### config.mk
export PLATFORM = sky130hd
export DESIGN_NAME = ecc_ctl_status
export DESIGN_NICKNAME = d
export VERILOG_FILES = /design/src/logic/ecc_pkg.sv /design/src/logic/ecc_status_lock.sv /design/src/logic/ecc_ctl_status.sv
export VERILOG_INCLUDE_DIRS = /design/src /design/src/logic
export SDC_FILE = /design/constraint.sdc
export NUM_CORES = 1
export LEC_CHECK = 0
export BUFFER_PORTS_ARGS = -buffer_cell sky130_fd_sc_hd__buf_2
export CORE_AREA = 2 2 102 104
export CTS_BUF_LIST = sky130_fd_sc_hd__clkbuf_16
export CTS_CLUSTER_SIZE = 14
export DETAILED_ROUTE_END_ITERATION = 6
export DIE_AREA = 0 0 104 106
export GPL_TIMING_DRIVEN = 0
export PLACE_DENSITY_LB_ADDON = 0.25
export SYNTH_ARGS = -nofsm -noshare
export SYNTH_HDL_FRONTEND = slang
export SYNTH_SLANG_ARGS = --single-unit
### constraint.sdc
create_clock -name mclk -period 2.9 [get_ports mclk]
set_clock_uncertainty 0.1 [all_clocks]
set_input_delay 0.435 -clock mclk [delete_from_list [all_inputs] [get_ports mclk]]
set_output_delay 0.435 -clock mclk [all_outputs]
set_load 0.02 [all_outputs]
### src/logic/ecc_cfg.svh
// ecc_cfg.svh: field positions, reset values and encodings for the
// external cache control and dcache status logic.
// assumes inclusion by bare name from the package only; the main module relies on its macros.
`ifndef ECC_CFG_SVH
`define ECC_CFG_SVH

// external_cache_control field positions (64-bit write-only register)
`define ECC_CTL_ENA_BIT       0
`define ECC_CTL_CHK_MODE_BIT  1
`define ECC_CTL_TCP_INJ_BIT   2
`define ECC_CTL_DP_INJ_BIT    3
`define ECC_CTL_SIZE_LSB      4
`define ECC_CTL_SIZE_MSB      6
`define ECC_CTL_QDIS_LSB      32
`define ECC_CTL_QDIS_MSB      35

// control reset values; size code and quadrant field are left undefined by
// hardware, so they reset to plain values
`define ECC_CTL_ENA_RST       1'h0
`define ECC_CTL_CHK_RST       1'h0
`define ECC_CTL_TCP_RST       1'h0
`define ECC_CTL_DP_RST        1'h0
`define ECC_CTL_SIZE_RST      3'h0
`define ECC_CTL_QDIS_RST      4'h0

// dcache_status field positions
`define ECC_ST_HIT_BIT        0
`define ECC_ST_SEO_BIT        1
`define ECC_ST_INT_BIT        2
`define ECC_ST_LW_BIT         3
`define ECC_ST_LFLT_BIT       4
`define ECC_ST_LOCK_BIT       5
`define ECC_ST_STORE_BIT      6
`define ECC_ST_RA_LSB         7
`define ECC_ST_RA_MSB         11

// check-bit positions flipped by data check injection
`define ECC_DP_INJ_MASK       28'h0204081

// smallest cache size in KB; each code step up to code 6 doubles it
`define ECC_SIZE_BASE_KB      14'h0080
`define ECC_SIZE_MAX_CODE     3'h6

`endif

### src/logic/ecc_pkg.sv
// ecc_pkg.sv: types shared by the external cache control logic.
// assumes ecc_cfg.svh sits on the include path.
package ecc_pkg;
  `include "ecc_cfg.svh"

  typedef enum logic [1:0] {
    ECC_IDLE,
    ECC_PROBE,
    ECC_BYPASS
  } ecc_route_t;

  typedef enum logic {
    ECC_MODE_PARITY,
    ECC_MODE_ECC
  } ecc_chk_mode_t;
endpackage : ecc_pkg

### src/logic/ecc_status_lock.sv
// ecc_status_lock.sv: lockable dcache status word with second-error flag.
// assumes the caller supplies same-clock single-cycle event pulses.
`timescale 1ns/10ps
module ecc_status_lock
  import ecc_pkg::*;
(
  input  wire logic        mclk,         // cpu clock
  input  wire logic        rst,          // async reset, active high
  input  wire logic        access_done,  // a load or store finished
  input  wire logic        access_hit,   // it hit the dcache
  input  wire logic        fill_err,     // fill ecc or parity error
  input  wire logic [4:0]  err_ra,       // faulting register specifier
  input  wire logic        err_int,      // integer access
  input  wire logic        err_lw,       // longword length
  input  wire logic        err_lflt,     // legacy float format
  input  wire logic        err_lock,     // locked load / conditional store
  input  wire logic        err_store,    // store access
  input  wire logic        unlock_rd,    // read of unlock pseudo-register
  output logic             locked,       // status is locked
  output logic [11:0]      status        // packed status word
);

  logic        lock_ff;
  logic        hit_ff;
  logic        seo_ff;
  logic [9:0]  attr_ff;
  logic        nxt_lock;
  logic        nxt_hit;
  logic        nxt_seo;
  logic [9:0]  nxt_attr;
  wire  logic       take_err;
  wire  logic [9:0] err_attr;

  ////////////////////////////////////////////////////////////////////////
  assign take_err = fill_err && !lock_ff;
  assign err_attr = {err_ra, err_store, err_lock, err_lflt && !err_int,
                     err_lw, err_int};

  // error wins over a same-cycle unlock so no fault is lost
  assign nxt_lock = fill_err ? 1'h1 : (unlock_rd ? 1'h0 : lock_ff);
  assign nxt_hit  = (access_done && !lock_ff) ? access_hit : hit_ff;
  assign nxt_seo  = (fill_err && lock_ff) ? 1'h1 :
                    (unlock_rd ? 1'h0 : seo_ff);
  assign nxt_attr = take_err ? err_attr : attr_ff;

  always_ff @(posedge mclk or posedge rst) begin
    if (rst) begin
      lock_ff <= 1'h0;
      hit_ff  <= 1'h0;
      seo_ff  <= 1'h0;
      attr_ff <= 10'h000;
    end else begin
      lock_ff <= nxt_lock;
      hit_ff  <= nxt_hit;
      seo_ff  <= nxt_seo;
      attr_ff <= nxt_attr;
    end
  end

  assign locked = lock_ff;
  assign status = {attr_ff[9:5], attr_ff[4], attr_ff[3], attr_ff[2], attr_ff[1],
                   attr_ff[0], seo_ff, hit_ff};

  ////////////////////////////////////////////////////////////////////////
  AST_LOCK_SETS: assert property (@(posedge mclk) disable iff (rst)
    fill_err |=> lock_ff) else $error("lock not set after fill error");
  AST_UNLOCK: assert property (@(posedge mclk) disable iff (rst)
    unlock_rd && !fill_err |=> !lock_ff) else $error("unlock read ignored");
  AST_SEO: assert property (@(posedge mclk) disable iff (rst)
    fill_err && lock_ff |=> seo_ff) else $error("second error missed");
  AST_HOLD_ATTR: assert property (@(posedge mclk) disable iff (rst)
    lock_ff && !unlock_rd |=> $stable(attr_ff)) else $error("attrs moved while locked");
  AST_CAPTURE_RA: assert property (@(posedge mclk) disable iff (rst)
    take_err |=> attr_ff[9:5] == $past(err_ra)) else $error("ra not captured");
  AST_LFLT: assert property (@(posedge mclk) disable iff (rst)
    attr_ff[0] |-> !attr_ff[2]) else $error("float flag with int flag");
  COV_LOCK_UNLOCK: cover property (@(posedge mclk) disable iff (rst)
    fill_err ##[1:20] unlock_rd);
  COV_SECOND: cover property (@(posedge mclk) disable iff (rst) fill_err && lock_ff);
endmodule : ecc_status_lock

### src/logic/ecc_ctl_status.sv
// ecc_ctl_status.sv: external cache control register, reference routing,
// write-side error injection and the lockable dcache status register.
// assumes a privileged register-move port with same-clock strobes and
// same-clock event pulses from the load/store and fill pipelines.
//
// Overview of operation
// tag control injection corrupts every fast write parity
// four-bit field disables cache per quadrant
// enable, quadrant bits, address 33:32 pick cache use
// bypassed references skip probe, request bus immediately
// quadrant field never affects primary cacheability
// software must write quadrant field after reset
// data injection inverts check bits 0,7,14,21
// size code decodes 128 KB up to 8 MB
// fill ecc or parity error locks status
// reading unlock pseudo-register releases the lock
// hit flag reports last load or store while unlocked
// error while locked sets second-error flag
// error modifiers valid only with fill error flags
// capture faulting register specifier on lock
// record integer, longword and legacy float attributes
// lock flag for locked loads, conditional stores
// store flag for faulting store accesses
// check-mode bit selects ecc or parity
// attributes loaded with lock, held until unlock
`timescale 1ns/10ps
module ecc_ctl_status
  import ecc_pkg::*;
(
  input  wire logic        mclk,            // cpu clock, 100 MHz
  input  wire logic        rst,             // async reset, active high
  // privileged register moves
  input  wire logic        ctl_wr,          // write external_cache_control
  input  wire logic [63:0] ctl_wdata,       // write data
  input  wire logic        stat_rd,         // read dcache_status
  input  wire logic        unlock_rd,       // read dcache_unlock_pseudo_reg
  output logic [63:0]      rdata,           // read data, registered
  output logic             rvalid,          // read data valid pulse
  // reference routing
  input  wire logic        ref_valid,       // read or write reference
  input  wire logic [33:0] ref_pa,          // physical address
  output logic             probe_req,       // probe the tag store
  output logic             bus_req,         // direct system bus request
  output logic             primary_cacheable, // from read-ack, not quadrant bits
  input  wire logic        read_ack_field,  // cacheable indication from bus
  // write-side injection, check mode and cache size
  input  wire logic        fast_wr,         // fast external cache RAM write
  input  wire logic        tag_ctl_par,     // tag control parity as computed
  output logic             tag_ctl_par_out, // parity driven to RAM
  input  wire logic        offchip_wr,      // off-chip write cycle
  input  wire logic [27:0] check_in,        // check bits as computed
  output logic [27:0]      check_out,       // check bits driven out
  output logic             chk_ecc_mode,    // 1 ecc, 0 parity
  output logic [13:0]      cache_size_kb,   // decoded cache size
  // status events
  input  wire logic        access_done,     // load or store finished
  input  wire logic        access_hit,      // it hit
  input  wire logic        fill_ecc,        // fill ecc error
  input  wire logic        fill_parity_error, // fill parity error
  input  wire logic [4:0]  fault_reg_number, // register specifier
  input  wire logic        op_int,          // integer access
  input  wire logic        op_longword,     // longword length
  input  wire logic        op_legacy_float, // legacy float format
  input  wire logic        load_locked_long, // locked load, longword
  input  wire logic        load_locked_quad, // locked load, quadword
  input  wire logic        store_cond_long, // conditional store, longword
  input  wire logic        store_cond_quad, // conditional store, quadword
  input  wire logic        op_store,        // store access
  output logic             status_locked    // status lock state
);

  ////////////////////////////////////////////////////////////////////////
  // control register
  logic        ena_ff;
  logic        chk_ff;
  logic        tcp_inj_ff;
  logic        dp_inj_ff;
  logic [2:0]  size_ff;
  logic [3:0]  qdis_ff;

  always_ff @(posedge mclk or posedge rst) begin
    if (rst) begin
      ena_ff     <= `ECC_CTL_ENA_RST;
      chk_ff     <= `ECC_CTL_CHK_RST;
      tcp_inj_ff <= `ECC_CTL_TCP_RST;
      dp_inj_ff  <= `ECC_CTL_DP_RST;
      size_ff    <= `ECC_CTL_SIZE_RST;
      qdis_ff    <= `ECC_CTL_QDIS_RST;
    end else if (ctl_wr) begin
      ena_ff     <= ctl_wdata[`ECC_CTL_ENA_BIT];
      chk_ff     <= ctl_wdata[`ECC_CTL_CHK_MODE_BIT];
      tcp_inj_ff <= ctl_wdata[`ECC_CTL_TCP_INJ_BIT];
      dp_inj_ff  <= ctl_wdata[`ECC_CTL_DP_INJ_BIT];
      size_ff    <= ctl_wdata[`ECC_CTL_SIZE_MSB:`ECC_CTL_SIZE_LSB];
      qdis_ff    <= ctl_wdata[`ECC_CTL_QDIS_MSB:`ECC_CTL_QDIS_LSB];
    end
  end

  ////////////////////////////////////////////////////////////////////////
  // reference routing
  wire logic use_cache;
  wire logic qdis_hit;
  ecc_route_t nxt_route;
  logic       probe_ff;
  logic       bus_ff;
  logic       pcache_ff;

  assign qdis_hit  = qdis_ff[ref_pa[33:32]];
  assign use_cache = ena_ff && !qdis_hit;
  assign nxt_route = !ref_valid ? ECC_IDLE :
                     (use_cache ? ECC_PROBE : ECC_BYPASS);

  always_ff @(posedge mclk or posedge rst) begin
    if (rst) begin
      probe_ff  <= 1'h0;
      bus_ff    <= 1'h0;
      pcache_ff <= 1'h0;
    end else begin
      probe_ff  <= (nxt_route == ECC_PROBE);
      bus_ff    <= (nxt_route == ECC_BYPASS);
      pcache_ff <= read_ack_field;
    end
  end

  assign probe_req         = probe_ff;
  assign bus_req           = bus_ff;
  assign primary_cacheable = pcache_ff;

  ////////////////////////////////////////////////////////////////////////
  // write-side error injection, size decode and check mode; outputs registered, so one cycle behind
  logic        tcp_ff;
  logic [27:0] chk_out_ff;
  logic [13:0] size_kb_ff;
  logic        mode_ff;
  wire  logic [13:0] nxt_size_kb;

  // codes above the largest size clamp to the largest
  assign nxt_size_kb = (size_ff > `ECC_SIZE_MAX_CODE) ?
                       (`ECC_SIZE_BASE_KB << `ECC_SIZE_MAX_CODE) :
                       (`ECC_SIZE_BASE_KB << size_ff);

  always_ff @(posedge mclk or posedge rst) begin
    if (rst) begin
      tcp_ff     <= 1'h0;
      chk_out_ff <= 28'h0000000;
      size_kb_ff <= `ECC_SIZE_BASE_KB;
      mode_ff    <= 1'h0;
    end else begin
      tcp_ff     <= tag_ctl_par ^ (fast_wr && tcp_inj_ff);
      chk_out_ff <= (offchip_wr && dp_inj_ff) ?
                    (check_in ^ `ECC_DP_INJ_MASK) : check_in;
      size_kb_ff <= nxt_size_kb;
      mode_ff    <= chk_ff;
    end
  end

  assign tag_ctl_par_out = tcp_ff;
  assign check_out       = chk_out_ff;
  assign cache_size_kb   = size_kb_ff;
  assign chk_ecc_mode    = mode_ff;

  ////////////////////////////////////////////////////////////////////////
  // dcache status
  wire logic        fill_err;
  wire logic        lock_op;
  wire logic        locked_w;
  wire logic [11:0] status_w;
  logic             lock_q_ff;
  logic [63:0]      rdata_ff;
  logic             rvalid_ff;

  assign fill_err = fill_ecc || fill_parity_error;
  assign lock_op  = load_locked_long || load_locked_quad ||
                    store_cond_long || store_cond_quad;

  ecc_status_lock u_stat (
    .mclk        (mclk),
    .rst         (rst),
    .access_done (access_done),
    .access_hit  (access_hit),
    .fill_err    (fill_err),
    .err_ra      (fault_reg_number),
    .err_int     (op_int),
    .err_lw      (op_longword),
    .err_lflt    (op_legacy_float),
    .err_lock    (lock_op),
    .err_store   (op_store),
    .unlock_rd   (unlock_rd),
    .locked      (locked_w),
    .status      (status_w)
  );

  // modifiers only meaningful while the lock (mirroring the fill error
  // flags) stands, so they read as zero otherwise
  always_ff @(posedge mclk or posedge rst) begin
    if (rst) begin
      rdata_ff  <= 64'h0;
      rvalid_ff <= 1'h0;
      lock_q_ff <= 1'h0;
    end else begin
      rvalid_ff <= stat_rd || unlock_rd;
      lock_q_ff <= locked_w;
      if (stat_rd) begin
        rdata_ff <= {52'h0, (locked_w ? status_w[11:2] : 10'h000),
                     status_w[1:0]};
      end else begin
        rdata_ff <= 64'h0;
      end
    end
  end

  assign rdata         = rdata_ff;
  assign rvalid        = rvalid_ff;
  assign status_locked = lock_q_ff;

  ////////////////////////////////////////////////////////////////////////
  AST_BYPASS: assert property (@(posedge mclk) disable iff (rst)
    ref_valid && !use_cache |=> bus_req && !probe_req)
    else $error("bypassed reference probed");
  AST_QUAD: assert property (@(posedge mclk) disable iff (rst)
    ref_valid && qdis_ff[ref_pa[33:32]] |=> !probe_req)
    else $error("disabled quadrant probed");
  AST_TCP: assert property (@(posedge mclk) disable iff (rst)
    fast_wr && tcp_inj_ff |=> tag_ctl_par_out != $past(tag_ctl_par))
    else $error("tag parity not corrupted");
  AST_DP: assert property (@(posedge mclk) disable iff (rst)
    offchip_wr && dp_inj_ff |=> (check_out ^ $past(check_in)) == 28'h0204081)
    else $error("check bits not inverted");
  AST_MOD_ZERO: assert property (@(posedge mclk) disable iff (rst)
    stat_rd && !locked_w |=> rdata[11:2] == 10'h000)
    else $error("modifiers shown without error");
  AST_SIZE: assert property (@(posedge mclk) disable iff (rst)
    size_ff == 3'h3 ##1 size_ff == 3'h3 |-> cache_size_kb == 14'h0400)
    else $error("size decode wrong");
  COV_BYPASS: cover property (@(posedge mclk) disable iff (rst) bus_req);
  COV_INJECT: cover property (@(posedge mclk) disable iff (rst) offchip_wr && dp_inj_ff);
  COV_RD_LOCKED: cover property (@(posedge mclk) disable iff (rst) stat_rd && locked_w);
endmodule : ecc_ctl_status

Yosys cells after proc, flatten, opt, wreduce, memory -nomap -nowiden

Index checks and enable logic that the tools add are counted.

Bits in read-only memories: 0
RAM bits: 0
Input port bits: 153
Register bits after elaboration: 137
Memories kept: 0
Bits in latches: 0
Output and inout bits: 113
Logic and storage cells: 55

Divide/modulo/power cells: 0
Bitwise operators: 2
Shift operators: 1
Equal/unequal tests: 2
$lt $le $gt $ge: 2
Add/sub/neg operators: 0
Multipliers: 0
Reductions and logical operators: 17
Multiplexer cells: 11

Operators with widths:

| cell                 | number |
|---|---|
| $mux 22              | 1 |
| $mux 14              | 1 |
| $shl 8x3->14 const A | 1 |
| $mux 12              | 1 |
| $mux 10              | 1 |
| $logic_and 1x1->1    | 7 |
| $logic_or 1x1->1     | 5 |
| $mux 1               | 4 |
| $mux 2               | 2 |
| $not 4->4            | 1 |
| $reduce_bool 2->1    | 2 |
| $gt 3x3->1 const B   | 1 |
| $logic_not 1->1      | 3 |
| $lt 2x3->1 const B   | 1 |
| $bmux 1 s2           | 1 |
| $eq 2x1->1 const B   | 1 |
| $eq 2x2->1 const B   | 1 |
| $xor 1x1->1          | 1 |

Longest topological paths before layout

Word-level depth: 7
Mapped depth: 4

Cells and area by module

Synthesis repeated with hierarchy kept, for this count alone.

Cells, all modules: 210
Area total of the unflattened synthesis: 3,029.2 um^2

By module, submodules not included:

| module          | cells an instance | times used | area each (um^2) | sequential area each (um^2) |
|---|---|---|---|---|
| ecc_ctl_status  | 176               | 1          | 2,471.1          | 1,627.8 |
| ecc_status_lock | 34                | 1          | 558.0            | 325.3 |

Worst setup path before layout

OpenSTA, ideal clock, no wires.

Path type: input to register
From: in fill_parity_error
To: reg u_stat.attr_ff[0]
Setup slack: 1.644 ns
Path buffers: 1
Cell stages on the path: 3
Arrival: 1.031 ns
Required time: 2.675 ns
Cell sequence: o21bai_4 buf_6 mux2_4

Word-level cells in the longest chain between the ends: 2

RTL lines:

| item                 | line                  | text |
|---|---|---|
| from (decl)          | ecc_ctl_status.sv:59  | `input wire logic fill_parity_error,` |
| $logic_or 1x1->1     | ecc_ctl_status.sv:172 | `assign fill_err = fill_ecc \|\| fill_parity_error;` |
| $logic_and 1x1->1    | ecc_status_lock.sv:35 | `assign take_err = fill_err && !lock_ff;` |
| to (signal assigned) | ecc_status_lock.sv:56 | `attr_ff <= nxt_attr;` |
| to (decl)            | ecc_status_lock.sv:26 | `logic [9:0] attr_ff;` |

No other way between the ends.
A chain may end at the register's enable or synchronous reset.

Worst setup path after layout

From: reg size_kb_ff[7], in the netlist cache_size_kb[7]
To: out cache_size_kb[7]

RTL lines:

| item                   | line                  | text |
|---|---|---|
| from (decl)            | ecc_ctl_status.sv:133 | `logic [13:0] size_kb_ff;` |
| from (signal assigned) | ecc_ctl_status.sv:146 | `` size_kb_ff <= `ECC_SIZE_BASE_KB; `` |
| from (signal assigned) | ecc_ctl_status.sv:152 | `size_kb_ff <= nxt_size_kb;` |
| to (decl)              | ecc_ctl_status.sv:54  | `output logic [13:0] cache_size_kb,` |

No word-level cell between the ends.

==> metrics.cfg <==
[cts]
clk_pin_slew_ns=0.06
cts_sinks=78
cts_inserted_buffers=9
ctsResizeCount=0
cts-root-buf=clkbuf_16
clock_latency_ns=0.32
htreeDepth=3
cts_max_path_buffers=2
cts_tree=built

[synth]
yosysTopAreaCellShare=0.644
yosysTopAreaCell=dfrtp_1
netlist_area_sq_um=2990
yosys-top-cells-area=dfrtp_1 64%, buf_4 15%, mux2_2 5.3%
syn_inst=211
ys_ff_latch=78
synth_cell_types=26
yosys_warnings=0
syn_avg_cell_area_sq_um=14.2
ys_seq_area_frac=0.653

[floorplan]
io_pins=266
core-area_sq_um=10000
fp.dieH_um=106
num_rows=37
start_util=0.299
die_area_sq_um=11000
die_x_um=104

[worst_setup_path]
cp_max_fo=1
startpoint=cache_size_kb[7]$_DFF_PP1_
slowest_delay_ns=0.51
slowest_stage=dfstp_2
cp_num_buf_inv=1
reg2reg_from=u_stat.locked$_DFFE_PP0P_
endpoint_kind=output pin
reg2reg_setup_slack_ns=1.62
start_kind=register
crit_type=reg -> out
cp_cell_sequence=buf_2
crit_family=flip-flops
cp-endpoint=cache_size_kb[7]
cp_data_required_time_ns=2.37
timing.rr.end=u_stat.attr_ff[6]$_DFFE_PP0P_
worst-path-stages=1
crit_arrival_ns=0.98
rr_worst_depth=3

[power]
p_int_uw=2090
clkPwrFrac=0.397
power.density_nw_per_um2=651
leakagePower_uw=0.00240
sw_frac_of_total=0.260
combPwrFrac=0.164
ir_drop_v=0.000250
p_seq_frac=0.439
switchingPower_uw=734

[min_path]
min_delay_path_depth=1
hold_path.class=in -> reg

[place]
pre_cts_ws_ns=1.43
gp_congestion=0.709
post-dp-hpwl_um=4220
io_buffers=121

[timing]
min_period_ns=1.52
fmax_ghz=0.659
finalWorstSetupSlack_ns=1.38
hold_viol_final=0
setup_tns_ns=0
rsz0062_at_grt=false
min_period_over_period=0.523
setup_viol=0
slew_viol_final=0

[finish]
n_antenna_cell=0
n_fill_cell=942
final_layout_size_suffix_gt1_frac=0.551
utilization=0.433
layout_common_cells=122 x buf_2, 77 x dfrtp_1, 59 x buf_4, 59 x conb_1, 14 x mux2_2
layout_commonest_cell=buf_2
area_delta_synth_final_pct=44.8
nNetsFinal=556

[drt]
wirelength_um=5520
firstDrtPassIters=4
drtIter0Drc=69
postRouteAntennaNets=0
wl_per_cell_um=10.1
viasPerCell=3.64
drc_errors=0
num_vias=1982

[global_routing]
antenna_found_initial=0
grt-ovfl-total=0
grt_max_degree=76
track_usage=0.100
grt_pass1_vias=1834
grt_pass1_wl_um=8650

[run_status]
outcome=finished clean

[job]
cap_violations=0

==> timing repair <==
action	4_1_cts	5_1_grt
hold endpoints to repair	3	0
setup buffers	0	0
hold buffers	1	0
==> cells in the mapped netlist <==
master    count
nand2b_1      2
mux2_4        7
clkbuf_1      2
o22ai_1       2
or2_2         1
a21boi_0      1
mux2_2       14
nor4_1        1
o21bai_4      1
dfstp_2       1
buf_2         1
and3_1       10
inv_1         4
buf_6         1
nor2_1        2
nor3_1        1
xnor2_1       5
nor3b_1       3
and3b_1       2
nand2_1       5
a31o_2        1
and2_1        4
conb_1        1
buf_4        59
o21ai_0       3
dfrtp_1      77
==> cell families after synthesis <==
logic type	Yosys count	share of synthesized area
DFF	78	0.653
buffers and inverters	67	0.161
and+or+nand+nor	31	0.0615
muxes	21	0.0878
AOI/OAI and AO/OA	8	0.0209
xor gates and xnor gates	5	0.0146
other	1	0.00125
==> area by class of cell <==
type                       count  area, sq um  share of cell area
buffer                        63          467               0.108
clock buffer                   9          225              0.0520
clock inverter                 7         80.1              0.0185
inverter                       4         17.5             0.00405
multi-input combinational    124          774               0.179
sequential                    78         1950               0.451
tap                          136          170              0.0393
timing repair buffer         123          643               0.149
==> routing by layer <==
metal	track usage	wire length [um]	vias up
met2	0.167	2610	129
met1	0.117	2270	898
met3	0.0325	606	4
li1	-	-	951
met4	0.0492	40	0
met5	0	0	-
==> per-stage QoR <==
stage	cells	hold WS (ns)	area (sq um)	power (uW)
after floorplan	269	0.250	3210	1580
after global placement	526	0.259	3990	1710
after detailed placement	527	0.214	4020	1720
after CTS	544	0.101	4330	2870
after global routing	544	0.0951	4330	2970
final	544	0.114	4330	2820
==> power by group through the flow <==
| stage | clock (uW) | combinational [uW] | sequential (uW) |
|---|---|---|---|
| 2_1_floorplan | 0 | 249 | 1330 |
| 3_3_place_gp | 0 | 455 | 1260 |
| 3_5_place_dp | 0 | 465 | 1260 |
| 4_1_cts | 1160 | 467 | 1240 |
| 5_1_grt | 1210 | 501 | 1250 |
| 6_report | 1120 | 464 | 1240 |
==> worst min-delay path by stage <==
stage,start,endpoint,slack [ns]
after floorplan,chk_ff$_DFFE_PP0P_,chk_ecc_mode$_DFF_PP0_,0.25
after global placement,chk_ff$_DFFE_PP0P_,chk_ecc_mode$_DFF_PP0_,0.26
after detailed placement,rst,check_out[27]$_DFF_PP0_,0.21
after CTS,check_in[19],check_out[19]$_DFF_PP0_,0.10
after global routing,check_in[19],check_out[19]$_DFF_PP0_,0.1
final,check_in[19],check_out[19]$_DFF_PP0_,0.11
==> worst reg2reg max path, delay by kind of cell (launching register included) <==
| family | cells | cell delay, ns |
|---|---|---|
| multiplexers | 1 | 0.30 |
| AO/OA/AOI/OAI | 1 | 0.20 |
| buffers and inverters | 1 | 0.16 |
| flip-flops | 1 | 0.41 |
==> state kept, by name (all words and copies together) (netlist names), 3 cells and up <==
signal	flops
rdata	12
check_out	28
cache_size_kb	7
size_ff	3
u_stat.attr_ff	10
qdis_ff	4
Power figures use the tool's default switching activity.
